[config.mk]
export PLATFORM = sky130hd
export DESIGN_NAME = rspd_core
export DESIGN_NICKNAME = d
export VERILOG_FILES = /design/src/pkg/rspd_pkg.sv /design/src/verilog/rspd_clk_div.sv /design/src/verilog/rspd_core.sv
export SDC_FILE = /design/constraint.sdc
export NUM_CORES = 1
export LEC_CHECK = 0
export ABC_CLOCK_PERIOD_IN_PS = 2000
export BUFFER_PORTS_ARGS = -buffer_cell sky130_fd_sc_hd__buf_4
export CORE_ASPECT_RATIO = 0.9
export CORE_MARGIN = 1.5
export CORE_UTILIZATION = 42
export DETAILED_ROUTE_END_ITERATION = 8
export PLACE_DENSITY = 0.71
export RECOVER_POWER = 50
export SLEW_MARGIN = 10
export SYNTH_ARGS = -nofsm -noshare
export SYNTH_HDL_FRONTEND = slang
export SYNTH_SLANG_ARGS = --single-unit
[constraint.sdc]
create_clock -name clk -period 2 [get_ports clk]
set_clock_uncertainty 0.15 [all_clocks]
set_input_delay 0.2 -clock clk [delete_from_list [all_inputs] [get_ports clk]]
set_output_delay 0.2 -clock clk [all_outputs]
set_load 0.02 [all_outputs]
[src/pkg/rspd_pkg.sv]
// Constants and carrier types for the reset-state and power-down block.
// Assumes one 200 MHz core clock; the watchdog tick arrives as a pin.
package rspd_pkg;

    // ------------------------------------------------------------
    // Clocking
    // ------------------------------------------------------------
    localparam int unsigned CLK_MHZ        = 200;
    localparam int unsigned SYS_OSC_MHZ    = 6;
    // Enable every 34 cycles: rounded up, so slightly under 6 MHz, never over
    localparam int unsigned SYS_DIV        = (CLK_MHZ + SYS_OSC_MHZ - 1) / SYS_OSC_MHZ;
    localparam int unsigned WDT_WIDTH      = 13;

    // ------------------------------------------------------------
    // Reset values
    // ------------------------------------------------------------
    localparam logic [7:0] PCL_RESET       = 8'h00;
    localparam logic [7:0] PORT_RESET      = 8'hFF;
    localparam logic [6:0] INTERRUPT_CONTROL_REG_RESET      = 7'h00;
    localparam logic [2:0] WATCHDOG_RATE_SELECT_RESET      = 3'h7;
    localparam logic [7:0] SYSTEM_CONTROL_REG_RESET      = 8'h40;
    localparam logic [7:0] PTR_RESET       = 8'h00;
    localparam logic [7:0] STACK_RESET     = 8'h00;
    localparam int unsigned PORT_COUNT     = 5;

    // ------------------------------------------------------------
    // Types
    // ------------------------------------------------------------
    typedef enum logic [2:0]
    {
        SRC_NONE,
        SRC_POWER_ON,
        SRC_WDT_RUN,
        SRC_PIN_RUN,
        SRC_PIN_HALT,
        SRC_WDT_HALT
    } rspd_src_type;

    typedef struct packed
    {
        logic [7:0] data;
        logic [7:0] dir;
    } rspd_port_type;

    typedef struct packed
    {
        logic [6:0] interruptControl;
        logic [2:0] watchdogRate;
        logic [7:0] systemControl;
        logic [7:0] periodTimer;
    } rspd_ctrl_type;

    typedef struct packed
    {
        logic [7:0] accumulator;
        logic [7:0] tablePointer;
        logic [7:0] memoryPointerZero;
        logic [7:0] memoryPointerOne;
    } rspd_ptr_type;

endpackage

[src/verilog/rspd_clk_div.sv]
// Divider making the system-clock enable from the core clock.
// Assumes clk is free running; run low freezes the divider.
module rspd_clk_div
#(
    parameter int unsigned DIV = rspd_pkg::SYS_DIV
)
(
    input  wire logic clk,
    input  wire logic nrst,
    input  wire logic run,
    output logic      tick
);
    import rspd_pkg::*;

    // Counter is 16 bits wide, so very slow enables are refused
    if (DIV < 2 || DIV > 65536)
    begin
        $error("DIV must lie between 2 and 65536");
    end

    logic [15:0] count;
    logic [15:0] next_count;

    always_comb
    begin
        next_count = count;
        if (run)
        begin
            next_count = (count == 16'(DIV - 1)) ? 16'h0000 : 16'(count + 16'h0001);
        end
    end

    always_ff @(posedge clk or negedge nrst)
    begin
        if (!nrst)
            count <= 16'h0000;
        else
            count <= next_count;
    end

    // Gating by run keeps the system clock dead in power-down
    assign tick = run && (count == 16'(DIV - 1));
endmodule

[src/verilog/rspd_core.sv]
// Reset-state loading and power-down entry for a small 8-bit core.
// Assumes pin inputs are asynchronous; core writes arrive as strobes.
module rspd_core
(
    input  wire logic                    clk,
    input  wire logic                    nrst,
    input  wire logic                    externalResetPin,
    input  wire logic                    watchdogOscTick,
    input  wire logic                    watchdogOptionEnable,
    input  wire logic                    haltExecute,
    input  wire logic                    clearWatchdog,
    input  wire logic                    wakeEvent,
    input  wire logic                    portWrite,
    input  wire logic [2:0]              portSelect,
    input  wire rspd_pkg::rspd_port_type portWriteData,
    input  wire logic                    ctrlWrite,
    input  wire rspd_pkg::rspd_ctrl_type ctrlWriteData,
    input  wire logic                    ptrWrite,
    input  wire rspd_pkg::rspd_ptr_type  ptrWriteData,
    output logic [7:0]                   program_counter_low,
    output logic [7:0]                   stackPointer,
    output logic                         power_down_flag,
    output logic                         watchdog_timeout_flag,
    output rspd_pkg::rspd_port_type      ports [5],
    output rspd_pkg::rspd_ctrl_type      ctrl,
    output rspd_pkg::rspd_ptr_type       pointers,
    output logic                         powerDown,
    output logic                         sysClockEnable,
    output logic                         watchdogOscRun,
    output logic [12:0]                  watchdogCount
);
    import rspd_pkg::*;

    // ------------------------------------------------------------
    // Pin synchronisers
    // ------------------------------------------------------------
    logic [1:0] resetSync;
    logic [1:0] wdtSync;
    logic       wdtLast;
    logic       wdtEdge;

    always_ff @(posedge clk or negedge nrst)
    begin
        if (!nrst)
        begin
            resetSync <= 2'b11;
            wdtSync   <= 2'b00;
            wdtLast   <= 1'b0;
        end
        else
        begin
            resetSync <= {resetSync[0], externalResetPin};
            wdtSync   <= {wdtSync[0], watchdogOscTick};
            wdtLast   <= wdtSync[1];
        end
    end

    assign wdtEdge = wdtSync[1] && !wdtLast;

    // ------------------------------------------------------------
    // Reset source record
    // ------------------------------------------------------------
    rspd_src_type source;
    rspd_src_type next_source;
    logic         wdtOverflow;
    logic         pinLow;

    assign pinLow = !resetSync[1];

    // Pin held low keeps the source pending until release
    always_comb
    begin
        next_source = SRC_NONE;
        if (pinLow)
            next_source = powerDown ? SRC_PIN_HALT : SRC_PIN_RUN;
        else if (source == SRC_POWER_ON || source == SRC_PIN_HALT || source == SRC_PIN_RUN)
            next_source = SRC_NONE;
        else if (wdtOverflow)
            next_source = powerDown ? SRC_WDT_HALT : SRC_WDT_RUN;
    end

    always_ff @(posedge clk or negedge nrst)
    begin
        if (!nrst)
            source <= SRC_POWER_ON;
        else
            source <= next_source;
    end

    logic applyReset;
    logic fullReset;
    assign applyReset = !pinLow && (source != SRC_NONE);
    assign fullReset  = applyReset && (source != SRC_WDT_HALT);

    // ------------------------------------------------------------
    // Power-down and watchdog
    // ------------------------------------------------------------
    logic        next_powerDown;
    logic [12:0] next_watchdogCount;

    assign watchdogOscRun = watchdogOptionEnable;
    assign wdtOverflow = watchdogOscRun && ctrl.watchdogRate != 3'h0 && wdtEdge
                         && (watchdogCount == {13{1'b1}})
                         && !(powerDown && ctrl.periodTimer != 8'h00);

    always_comb
    begin
        next_powerDown     = powerDown;
        next_watchdogCount = watchdogCount;
        if (applyReset)
        begin
            next_powerDown     = 1'b0;
            next_watchdogCount = 13'h0000;
        end
        else if (haltExecute && !powerDown)
        begin
            next_powerDown     = 1'b1;
            next_watchdogCount = 13'h0000;
        end
        else
        begin
            if (powerDown && wakeEvent)
                next_powerDown = 1'b0;
            if (clearWatchdog && !powerDown)
                next_watchdogCount = 13'h0000;
            else if (watchdogOscRun && wdtEdge)
                next_watchdogCount = 13'(watchdogCount + 13'h0001);
        end
    end

    always_ff @(posedge clk or negedge nrst)
    begin
        if (!nrst)
        begin
            powerDown     <= 1'b0;
            watchdogCount <= 13'h0000;
        end
        else
        begin
            powerDown     <= next_powerDown;
            watchdogCount <= next_watchdogCount;
        end
    end

    rspd_clk_div u_div
    (
        .clk  (clk),
        .nrst (nrst),
        .run  (!powerDown && !pinLow),
        .tick (sysClockEnable)
    );

    // ------------------------------------------------------------
    // Core state
    // ------------------------------------------------------------
    logic [7:0]    next_pcl;
    logic [7:0]    next_sp;
    logic          next_pdf;
    logic          next_to;
    rspd_port_type next_ports [5];
    rspd_ctrl_type next_ctrl;
    rspd_ptr_type  next_ptrs;

    // Writes are gated by powerDown and lose to reset and halt, not gated by the system clock, so power-down freezes all
    always_comb
    begin
        next_pcl   = program_counter_low;
        next_sp    = stackPointer;
        next_pdf   = power_down_flag;
        next_to    = watchdog_timeout_flag;
        next_ports = ports;
        next_ctrl  = ctrl;
        next_ptrs  = pointers;
        if (applyReset)
        begin
            next_pcl = PCL_RESET;
            next_sp  = STACK_RESET;
            case (source)
                SRC_POWER_ON:
                begin
                    next_pdf = 1'b0;
                    next_to  = 1'b0;
                end
                SRC_WDT_RUN:  next_to = 1'b1;
                SRC_PIN_HALT:
                begin
                    next_pdf = 1'b1;
                    next_to  = 1'b0;
                end
                SRC_WDT_HALT:
                begin
                    next_pdf = 1'b1;
                    next_to  = 1'b1;
                end
                default:      next_pdf = power_down_flag;
            endcase
            if (fullReset)
            begin
                for (int i = 0; i < PORT_COUNT; i++)
                    next_ports[i] = '{data: PORT_RESET, dir: PORT_RESET};
                next_ctrl = '{interruptControl: INTERRUPT_CONTROL_REG_RESET, watchdogRate: WATCHDOG_RATE_SELECT_RESET,
                              systemControl: SYSTEM_CONTROL_REG_RESET, periodTimer: PTR_RESET};
            end
            // Kept through every reset source; only nrst forces them, to zero
            next_ptrs = pointers;
        end
        else if (haltExecute && !powerDown)
        begin
            next_pdf = 1'b1;
            next_to  = 1'b0;
        end
        else if (!powerDown)
        begin
            if (clearWatchdog)
            begin
                next_pdf = 1'b0;
                next_to  = 1'b0;
            end
            if (portWrite && portSelect < 3'(PORT_COUNT))
                next_ports[portSelect] = portWriteData;
            if (ctrlWrite)
                next_ctrl = ctrlWriteData;
            if (ptrWrite)
                next_ptrs = ptrWriteData;
        end
    end

    always_ff @(posedge clk or negedge nrst)
    begin
        if (!nrst)
        begin
            program_counter_low   <= PCL_RESET;
            stackPointer          <= STACK_RESET;
            power_down_flag       <= 1'b0;
            watchdog_timeout_flag <= 1'b0;
            for (int i = 0; i < PORT_COUNT; i++)
                ports[i] <= '{data: PORT_RESET, dir: PORT_RESET};
            ctrl     <= '{interruptControl: INTERRUPT_CONTROL_REG_RESET, watchdogRate: WATCHDOG_RATE_SELECT_RESET,
                          systemControl: SYSTEM_CONTROL_REG_RESET, periodTimer: PTR_RESET};
            pointers <= '0;
        end
        else
        begin
            program_counter_low   <= next_pcl;
            stackPointer          <= next_sp;
            power_down_flag       <= next_pdf;
            watchdog_timeout_flag <= next_to;
            ports                 <= next_ports;
            ctrl                  <= next_ctrl;
            pointers              <= next_ptrs;
        end
    end
endmodule

# Yosys cells after proc, flatten, opt, wreduce, memory -nomap -nowiden
# Index checks and enable logic that the tools add are counted.
# word_totals
inputBits	88
out_inout_bits	172
reg_bits	178
elab_cells	121
# op_classes
reduce_logical	37
eq_ne	14
bitwise	4
addsub	2
muxes	34
order_cmp	3
# op_table
cell	n
two-way mux 80 bit	5
two-way mux 26 bit	5
bitwise mux 80 bit	1
two-way mux 13 bit	4
demux 16 bit (select 3 bit)	1
two-way mux 16 bit	2
adder 16 x 1 -> 16 bit, second input constant	1
== test 16 x 6 -> 1 bit, second input constant	1
logical AND 1 bit	16
two-way mux 3 bit	5
adder 13 x 1 -> 13 bit, second input constant	1
== test 13 bit, second input constant	1
AND reduction 4 bit	3
nonzero test 3 bit	4
two-way mux 1 bit	9
nonzero test 8 bit	1
== test 3 x 2 -> 1 bit, second input constant	2
== test 3 bit, second input constant	2
!= test 3 bit, second input constant	2
AND reduction 3 bit	2
OR reduction 2 bit	3
greater-or-equal comparator 4 bit, second input constant	1
less-than comparator 4 x 1 -> 1 bit, second input constant	1
!= test 2 x 1 -> 1 bit, second input constant	2
other kinds (12)	19

# Depth between registers and ports, before layout
# Gate-level depths: netlist (run 1).
# logic_depth
word_depth	10
depth_mapped	7
mapped_depth_nobuf	6

# Hierarchy
# Synthesis (run 1) repeated with hierarchy kept, for this count alone.
# hier_totals
cells_unflattened	583
hier_area_um2	7719.9
# modules_own_cells
mod	seq_area_each_um2	cells_per_inst	area_per_inst_um2	instances
rspd_core	4162.7	509	6925.4	1
rspd_clk_div	400.4	74	794.5	1

# Worst setup path before layout (run 1)
# No wires, ideal clock.
# synth_path
path_kind	reg-to-reg
start	reg source[1]
end	reg ports[22] (netlist name)
setup_time_ns	0.082
t_required_ns	1.768
stages_incl_launch_ff	7
arrival_time_ns	1.927
path_buffers	2
setup_slack_ns	-0.160
synth_period_minus_slack_ns	2.160
cell_sequence	dfrtp_1 -> or2_2 -> o311ai_4 -> a21o_2 -> buf_6 -> buf_6 -> mux2_2
# synth_via
elab_chain_cells	5
elab_cells_between_ends	10
cone_classes	eq/ne: 4; mux: 1; reduce/logical: 5
# synth_lines
element	line_no	rtl
start: declaration	rspd_core.sv:63	rspd_src_type source;
start signal: assignment	rspd_core.sv:87	source <= next_source;
nonzero test 3 bit	rspd_core.sv:92	assign applyReset = !pinLow && (source != SRC_NONE);
logical AND 1 bit	rspd_core.sv:92	
logical AND 1 bit	rspd_core.sv:93	assign fullReset = applyReset && (source != SRC_WDT_HALT);
!= test 2 x 1 -> 1 bit (no source line)	n/a	
AND reduction 4 bit (no source line)	n/a	
end signal: indexed assignment	rspd_core.sv:237	ports[i] <= '{data: PORT_RESET, dir: PORT_RESET};
end signal: assignment	rspd_core.sv:248	ports <= next_ports;
end: declaration	rspd_core.sv:24	output rspd_pkg::rspd_port_type ports [5],
# Parallel ways exist; a longest one is shown, timed or not.
# A chain may end at the register's enable or synchronous reset.

# Final worst setup path (run 1)
# layout_path
start	in haltExecute
end	reg ports[40] (netlist name)
# layout_via
elab_chain_cells	3
# layout_lines
element	line_no	rtl
start: declaration	rspd_core.sv:10	input wire logic haltExecute,
logical AND 1 bit	rspd_core.sv:207	else if (haltExecute && !powerDown)
!= test 2 bit (no source line)	n/a	
AND reduction 4 bit (no source line)	n/a	
# No other way between the ends.

==> flow_summary.json, run 1 <==
{
  "mappedNetlistArea_mm2": 0.00768,
  "ys_top_cells_by_area": "sky130_fd_sc_hd__dfstp_2, sky130_fd_sc_hd__dfrtp_1, sky130_fd_sc_hd__mux2_2",
  "postSynth.asyncResetShare_pct": 100,
  "grt_overflow_total": 0,
  "area.growth.synth_to_final_pct": 47.2,
  "worstPathArrival_ns": 2.21,
  "timing.final.hold_violations": 0,
  "tritoncts": "yes",
  "synth-seq-cells": 178,
  "critical_path.startpoint_type": "primary input",
  "timing.final.ws_setup_ns": -0.0110,
  "setup_viol_count_final": 2,
  "insertedDiodeCount": 0,
  "min_period_ns": 2.01,
  "wire_length_of_the_first_global_routing_pass_um": 33800,
  "synth-main-ff-cell": "sky130_fd_sc_hd__dfrtp_1",
  "largest_net_degree_at_the_start_of_global_routing": 51,
  "synth-simple-area-share_pct": 9.77,
  "synth.mux.area_fraction_pct": 19.5,
  "setup.worst_path.end_class": "flip-flop",
  "fillerInstances": 1396,
  "die_width_um": 146,
  "routabilityCongestion": 0.792,
  "floorplan.die_area_mm2": 0.0191,
  "synth_top_area_cell": "sky130_fd_sc_hd__dfstp_2",
  "drt.antenna.violating_nets": 0,
  "power.leakage_uw": 0.00509,
  "drtIter0Drc": 193,
  "rsz0062_at_grt": "true",
  "timing.hold.ws_ns": 0.0530,
  "io_buffer_count": 243,
  "coreArea_mm2": 0.0178,
  "worst_slew_pin_slew_ns": 0.885,
  "run_status": "finished with violations",
  "initial_core_util_pct": 43.2,
  "wl_per_cell_um": 18.1,
  "cp_data_required_time_ns": 2.20,
  "ys_types": 48,
  "synth_cells": 588,
  "grt_most_used_layer": "met2",
  "clkSlewWorstSetupHoldPaths_ns": 0.07,
  "routed_wirelength_um": 21600,
  "maxSlewHeadroom_pct": 41.0,
  "synth-compound-area-share_pct": 3.60,
  "fmax_ghz": 0.497,
  "dp_hpwl_um": 13900,
  "final_max_slew_viol_count": 0,
  "layout-drive-gt1-share_pct": 52.4,
  "post_synth.cell_area_avg_um2": 13.1,
  "tritoncts_buffer_count": 17,
  "synth_top_family_by_area": "multiplexers",
  "met3_usage_pct": 7.36,
  "failed_checks": "setup timing",
  "use_met2_pct": 38.6,
  "fin_crit_share_pct": 101,
  "num_rows": 46,
  "areal_power_density_over_the_cells_mw_per_mm2": 1400,
  "globalRouteTotalUtil_pct": 22.6,
  "firstDrtPassIters": 4,
  "path_class": "primary input to flip-flop",
  "crit_fanout": 16,
  "clock_sinks": 178,
  "max-clock-path-buffers": 2,
  "hold_class": "primary input to flip-flop",
  "io_pins": 260,
  "vdd_ir_drop_max_v": 0.000866,
  "route.detailed.vias_per_inst": 4.94,
  "ys_warn_count": 0,
  "clock-root-buffer": "sky130_fd_sc_hd__clkbuf_16",
  "dr_total_vias": 5874,
  "synth-seq-area-share_pct": 59.4,
  "design.final.nets": 1026,
  "number_of_design_rule_violations_left_after_detail_routing": 0,
  "portion_of_synthesized_cell_area_occupied_by_the_leading_cell_type_pct": 29.7,
  "drv_cap": 0,
  "finalCoreUtilization_pct": 63.6,
  "grt_use_met1_pct": 26.9,
  "grt_antenna_before_repair": 0,
  "synth-edff-count": 0,
  "vias_in_the_first_global_route": 6172,
  "clk_latency_ns": 0.42,
  "die_height_um": 131,
  "post_synth_fa_ha_maj_area_fraction_pct": 0.488,
  "synthXorXnorAreaFrac_pct": 2.28,
  "ctsHtreeMaxLevel": 4
}
==> synthesized netlist by cell type, types with 2 or more instances <==
library cell and n:
sky130_fd_sc_hd__dfrtp_1 91, sky130_fd_sc_hd__ha_1 3, sky130_fd_sc_hd__or3_1 3, sky130_fd_sc_hd__buf_1 3, sky130_fd_sc_hd__a21oi_1 5, sky130_fd_sc_hd__a21oi_2 5, sky130_fd_sc_hd__nand2b_1 17, sky130_fd_sc_hd__nand3_1 13
sky130_fd_sc_hd__inv_1 27, sky130_fd_sc_hd__o21a_1 2, sky130_fd_sc_hd__clkbuf_1 11, sky130_fd_sc_hd__buf_2 4, sky130_fd_sc_hd__nand2_1 40, sky130_fd_sc_hd__buf_4 18, sky130_fd_sc_hd__nor4b_1 2, sky130_fd_sc_hd__mux2i_1 24
sky130_fd_sc_hd__nand3b_1 3, sky130_fd_sc_hd__nor2_1 23, sky130_fd_sc_hd__buf_6 6, sky130_fd_sc_hd__o21ba_2 4, sky130_fd_sc_hd__o22ai_1 2, sky130_fd_sc_hd__xor2_1 11, sky130_fd_sc_hd__o31ai_1 2, sky130_fd_sc_hd__nor4_1 9
sky130_fd_sc_hd__xnor2_1 9, sky130_fd_sc_hd__dfstp_2 87, sky130_fd_sc_hd__nor2b_1 2, sky130_fd_sc_hd__mux2_2 112, sky130_fd_sc_hd__nor3_1 7, sky130_fd_sc_hd__nand4_1 12, sky130_fd_sc_hd__and3_1 5, sky130_fd_sc_hd__o21ai_0 8
sky130_fd_sc_hd__nand4b_1 3
==> registers in the layout, indices dropped and copies added (netlist names) <==
| name | cells |
|---|---|
| ctrl | 26 |
| pointers | 32 |
| ports | 80 |
| powerDown | 1 |
| power_down_flag | 1 |
| resetSync | 2 |
| source | 3 |
| u_div.count | 16 |
| watchdogCount | 13 |
| watchdog_timeout_flag | 1 |
| wdtLast | 1 |
| wdtSync | 2 |
==> power breakdown <==
part	total, uW	switching, uW	internal [uW]
clock	3240	1450	1790
combinational	6240	3320	2920
sequential	6340	865	5480
total	15800	5640	10200
==> worst paths after layout <==
path,startpoint,to,slack (ns),cells past startpoint
worst max register to register,resetSync[1]$_DFF_PN1_,ports[40]$_DFFE_PN1P_,0.01,6
worst min register to register,wdtSync[0]$_DFF_PN0_,wdtSync[1]$_DFF_PN0_,0.20,0
min in group asynchronous,nrst,pointers[10]$_DFFE_PN0P_,0.28,2
worst max-delay path,haltExecute,ports[40]$_DFFE_PN1P_,-0.01,8
worst min-delay path,portWriteData[7],ports[23]$_DFFE_PN1P_,0.05,3
max in group asynchronous,nrst,watchdogCount[1]$_DFFE_PN0P_,0.24,3
==> metrics by stage <==
stage / setup WS (ns) / total power (uW) / area, um^2 / setup TNS, ns / instances
floorplan: -0.0450 / 9570 / 7750 / -0.498 / 603
global placement: 0.0760 / 12400 / 10000 / 0 / 1080
detailed placement: 0.0400 / 12500 / 10000 / 0 / 1080
CTS: -0.0491 / 15900 / 11200 / -0.0491 / 1175
global route: -0.125 / 16600 / 11300 / -2.42 / 1188
finish: -0.0110 / 15800 / 11300 / -0.0175 / 1188
==> timing repair <==
item                                   in CTS  in global routing
buffers inserted                            0                  9
setup endpoints to repair                   1                 39
cloned                                      0                  4
endpoints found under the hold margin     154                  0
pin swaps                                   0                  4
gates resized for setup                     3                 31
hold buffers                               63                  0
==> worst max-delay path, cell delays in order <==
cell	delay, ns
sky130_fd_sc_hd__dlygate4sd3_1	0.56
sky130_fd_sc_hd__buf_4	0.17
sky130_fd_sc_hd__nor2_1	0.23
sky130_fd_sc_hd__o311ai_4	0.18
sky130_fd_sc_hd__buf_4	0.19
sky130_fd_sc_hd__a21oi_4	0.13
sky130_fd_sc_hd__buf_12	0.19
sky130_fd_sc_hd__mux2_2	0.36
==> layout make-up <==
type                            instances  area (um^2)  area share (%)
Clock inverter                         11          105           0.929
Inverter                               27          101           0.896
Tap cell                              240          300            2.66
Clock buffer                           21          460            4.07
Timing Repair Buffer                  355         2820            24.9
Multi-Input combinational cell        356         2960            26.1
Sequential cell                       178         4570            40.4
==> cells in the final DEF, fill, tap and decap left out, types with 3 or more instances in the layout <==
cell,n
sky130_fd_sc_hd__nor4_1,9
sky130_fd_sc_hd__xnor2_1,9
sky130_fd_sc_hd__buf_4,225
sky130_fd_sc_hd__conb_1,16
sky130_fd_sc_hd__or3_1,3
sky130_fd_sc_hd__nand3_1,13
sky130_fd_sc_hd__dlygate4sd3_1,63
sky130_fd_sc_hd__nand4_1,12
sky130_fd_sc_hd__clkbuf_1,49
sky130_fd_sc_hd__a21oi_1,5
sky130_fd_sc_hd__buf_6,6
sky130_fd_sc_hd__mux2_4,16
sky130_fd_sc_hd__buf_12,8
sky130_fd_sc_hd__nor3_1,6
sky130_fd_sc_hd__o21ba_2,4
sky130_fd_sc_hd__nand4b_1,3
sky130_fd_sc_hd__inv_1,26
sky130_fd_sc_hd__dfstp_2,87
sky130_fd_sc_hd__mux2_2,96
sky130_fd_sc_hd__xor2_1,11
sky130_fd_sc_hd__nor2_1,23
sky130_fd_sc_hd__nand2b_1,16
sky130_fd_sc_hd__dfrtp_1,89
sky130_fd_sc_hd__o21ai_0,8
sky130_fd_sc_hd__a21oi_4,3
sky130_fd_sc_hd__nand3b_1,3
sky130_fd_sc_hd__nand2_1,40
sky130_fd_sc_hd__clkbuf_16,20
sky130_fd_sc_hd__clkinv_4,3
sky130_fd_sc_hd__mux2i_1,24
sky130_fd_sc_hd__and3_1,5
==> cells by family (layout without fill, tap and decap cells) <==
logic type,Yosys count,after routing
compound gates,36,36
flops,178,178
simple gates,145,145
xor+xnor,20,20
other cells,1,16
mux,136,136
buf+inv,69,414
fa+ha+maj,3,3
==> routing by layer <==
| layer | vias to the layer above | wire [um] | share of wire, % |
|---|---|---|---|
| met2 | 195 | 10900 | 51 |
| li1 | 2693 | - | - |
| met1 | 2944 | 8740 | 41 |
| met5 | - | 0 | 0 |
| met4 | 0 | 546 | 2.5 |
| met3 | 42 | 1360 | 6.3 |
No activity file was read; power rests on OpenSTA's default activity.
==> inputs of run 2 (changes only) <==
--- a/config.mk
+++ b/config.mk
@@ -5,13 +5,13 @@
 export SDC_FILE = /design/constraint.sdc
 export NUM_CORES = 1
 export LEC_CHECK = 0
-export ABC_CLOCK_PERIOD_IN_PS = 2000
+export ABC_CLOCK_PERIOD_IN_PS = 2100
 export BUFFER_PORTS_ARGS = -buffer_cell sky130_fd_sc_hd__buf_4
 export CORE_ASPECT_RATIO = 0.9
 export CORE_MARGIN = 1.5
 export CORE_UTILIZATION = 42
 export DETAILED_ROUTE_END_ITERATION = 8
-export PLACE_DENSITY = 0.71
+export PLACE_DENSITY = 0.69
 export RECOVER_POWER = 50
 export SLEW_MARGIN = 10
 export SYNTH_ARGS = -nofsm -noshare
==> constraint.sdc (replaced) <==
create_clock -name clk -period 2.1 [get_ports clk]
set_clock_uncertainty 0.15 [all_clocks]
set_input_delay 0.21 -clock clk [delete_from_list [all_inputs] [get_ports clk]]
set_output_delay 0.21 -clock clk [all_outputs]
set_load 0.02 [all_outputs]
==> flow_summary.json, run 2 (same netlist as run 1, synthesis figures left out) <==
{
  "critical_path.slowest_cell": "sky130_fd_sc_hd__dfrtp_1",
  "initial_core_util_pct": 43.2,
  "tritoncts_buffer_count": 17,
  "io_pins": 260,
  "drtIter0Drc": 202,
  "crit_fanout": 13,
  "power_frac_comb_pct": 38.0,
  "setup_viol_count_final": 0,
  "layout-drive-gt1-share_pct": 49.1,
  "grt_overflow_total": 0,
  "postPlaceCellArea_mm2": 0.00992,
  "clk_latency_ns": 0.42,
  "insertedDiodeCount": 0,
  "fmax_ghz": 0.483,
  "clock_sinks": 178,
  "ctsHtreeMaxLevel": 4,
  "worst_slack_after_detailed_placement_ns": 0.0224,
  "clock-root-buffer": "sky130_fd_sc_hd__clkbuf_16",
  "areal_power_density_over_the_cells_mw_per_mm2": 1360,
  "path_class": "flip-flop to flip-flop",
  "cp_data_required_time_ns": 2.30,
  "pwr-share-clk_pct": 21.6,
  "crit_buf_inv": 1,
  "floorplan.die_area_mm2": 0.0191,
  "multi_input_area_mm2": 0.00285,
  "maxSlewHeadroom_pct": 13.8,
  "top_register_by_number_of_flip_flops": "ports",
  "layout.cells.most_common": "sky130_fd_sc_hd__buf_4",
  "final_cells": 1162,
  "timing.final.ws_setup_ns": 0.0304,
  "largest_net_degree_at_the_start_of_global_routing": 51,
  "drt.antenna.violating_nets": 0,
  "grt_antenna_before_repair": 0,
  "cpPeakStageDelay_ns": 0.43,
  "dp_hpwl_um": 14300,
  "worstPathArrival_ns": 2.27,
  "pwr-share-seq_pct": 40.4,
  "swShare_pct": 36.2,
  "firstDrtPassIters": 4,
  "timing.critical_path.max_delay_family": "compound AO/OA/AOI/OAI gates",
  "critical_path.cell_chain": "or2_4 > o311ai_4 > a21o_2 > buf_12 > mux2_2",
  "wire_length_of_the_first_global_routing_pass_um": 32900,
  "final_max_slew_viol_count": 0,
  "number_of_design_rule_violations_left_after_detail_routing": 0,
  "run_status": "completed",
  "vdd_ir_drop_max_v": 0.000850,
  "timing.critical_path.depth": 5,
  "fillerInstances": 1396,
  "min_period_ns": 2.07,
  "critical_path.startpoint_type": "flip-flop",
  "depth_of_the_worst_register_to_register_path": 5,
  "largest_register_ff_count": 80,
  "rsz0062_at_grt": "true",
  "routed_wirelength_um": 20300,
  "max-clock-path-buffers": 2,
  "globalRouteTotalUtil_pct": 21.9,
  "layout.cells.most_common_list": "sky130_fd_sc_hd__buf_4, sky130_fd_sc_hd__mux2_2, sky130_fd_sc_hd__dfrtp_1",
  "hold_class": "primary input to flip-flop",
  "die_width_um": 146,
  "clkSlewWorstSetupHoldPaths_ns": 0.07,
  "num_rows": 46,
  "fin_crit_share_pct": 98.6,
  "place.detailed.instances": 1066,
  "p_switching_uw": 5370,
  "tritoncts": "yes",
  "drv_cap": 0,
  "timing.hold.ws_ns": 0.0104,
  "coreArea_mm2": 0.0178,
  "top_regs": "ports: 80 flops, pointers: 32 flops, ctrl: 26 flops",
  "die_height_um": 131,
  "worst_slew_pin_slew_ns": 1.29,
  "design.final.nets": 1000,
  "dr_total_vias": 5692,
  "wl_per_cell_um": 17.5,
  "area.growth.synth_to_final_pct": 42.4,
  "routabilityCongestion": 0.778,
  "cellInternalPower_uw": 9470,
  "area_taken_by_flip_flops_and_latches_mm2": 0.00456,
  "setup.worst_path.end_class": "flip-flop",
  "power.leakage_uw": 0.00481,
  "io_buffer_count": 243,
  "timing.final.hold_violations": 0,
  "post_layout_total_power_uw": 14800,
  "cell_depth_of_the_worst_min_delay_path": 3,
  "final_design_area_no_fill_mm2": 0.0109,
  "vias_in_the_first_global_route": 6192,
  "route.detailed.vias_per_inst": 4.90
}
-- run 2: cell types whose count changed in the layout (fill, tap and decap cells not counted), sizes merged --
cell / before / now
buf: 239 / 204
clkbuf: 74 / 83
clkinv: 5 / 1
inv: 30 / 34
clkinvlp: 2 / 3
dlygate4sd3: 63 / 62
-- run 2: path summary, 6_finish.rpt --
check                                     start                     to  slack (ns)
hold reg to reg            wdtSync[0]$_DFF_PN0_   wdtSync[1]$_DFF_PN0_        0.20
min in group asynchronous                  nrst   ctrl[23]$_DFFE_PN0P_        0.49
setup / recovery            source[1]$_DFF_PN0_  ports[26]$_DFFE_PN1P_        0.03
hold / removal                ctrlWriteData[16]   ctrl[16]$_DFFE_PN1P_        0.01
setup reg to reg            source[1]$_DFF_PN0_  ports[26]$_DFFE_PN1P_        0.03
max in group asynchronous                  nrst  ports[45]$_DFFE_PN1P_        0.30
-- run 2: cell type report --
type | instances | share of cell area, %
Sequential cell | 178 | 41.7
Multi-Input combinational cell | 356 | 26.0
Timing Repair Buffer | 329 | 23.1
Clock buffer | 20 | 4.19
Tap cell | 240 | 2.74
Clock inverter | 12 | 1.28
Inverter | 27 | 0.926
-- run 2: power groups by stage --
stage / clock network [uW] / registers (uW) / logic [uW]
floorplan: 0 / 7450 / 1670
global placement: 0 / 5960 / 5770
detailed placement: 0 / 6030 / 5880
CTS: 3280 / 6000 / 6010
global route: 3420 / 6170 / 5960
finish: 3200 / 5990 / 5640
-- run 2: timing repair --
item	CTS	global route
hold endpoints to repair	108	0
setup buffers	2	0
hold buffers	62	0
resized for setup	1	5
pin swaps	1	2
setup endpoints to repair	1	20
-- run 2: stage by stage --
step / utilization, % / setup TNS (ns)
detailed placement: 55.8 / 0
global route: 61.5 / -0.420
CTS: 62.8 / 0
finish: 61.5 / 0
floorplan: - / 0
global placement: 55.8 / 0
-- run 2: worst register-to-register path, stage by stage (launching register included) --
cell and delay [ns]:
sky130_fd_sc_hd__dfrtp_1 0.43, sky130_fd_sc_hd__or2_4 0.27, sky130_fd_sc_hd__o311ai_4 0.42, sky130_fd_sc_hd__a21o_2 0.23, sky130_fd_sc_hd__buf_12 0.16, sky130_fd_sc_hd__mux2_2 0.34
-- run 2: per-layer routing --
layer  vias to the layer above  track usage, %  share of wire [%]
met5                         -               0                  0
met4                         0            6.35                1.5
met3                        21            6.91                6.6
met2                       178            38.4                 52
met1                      2841            25.6                 40
li1                       2652               -                  -
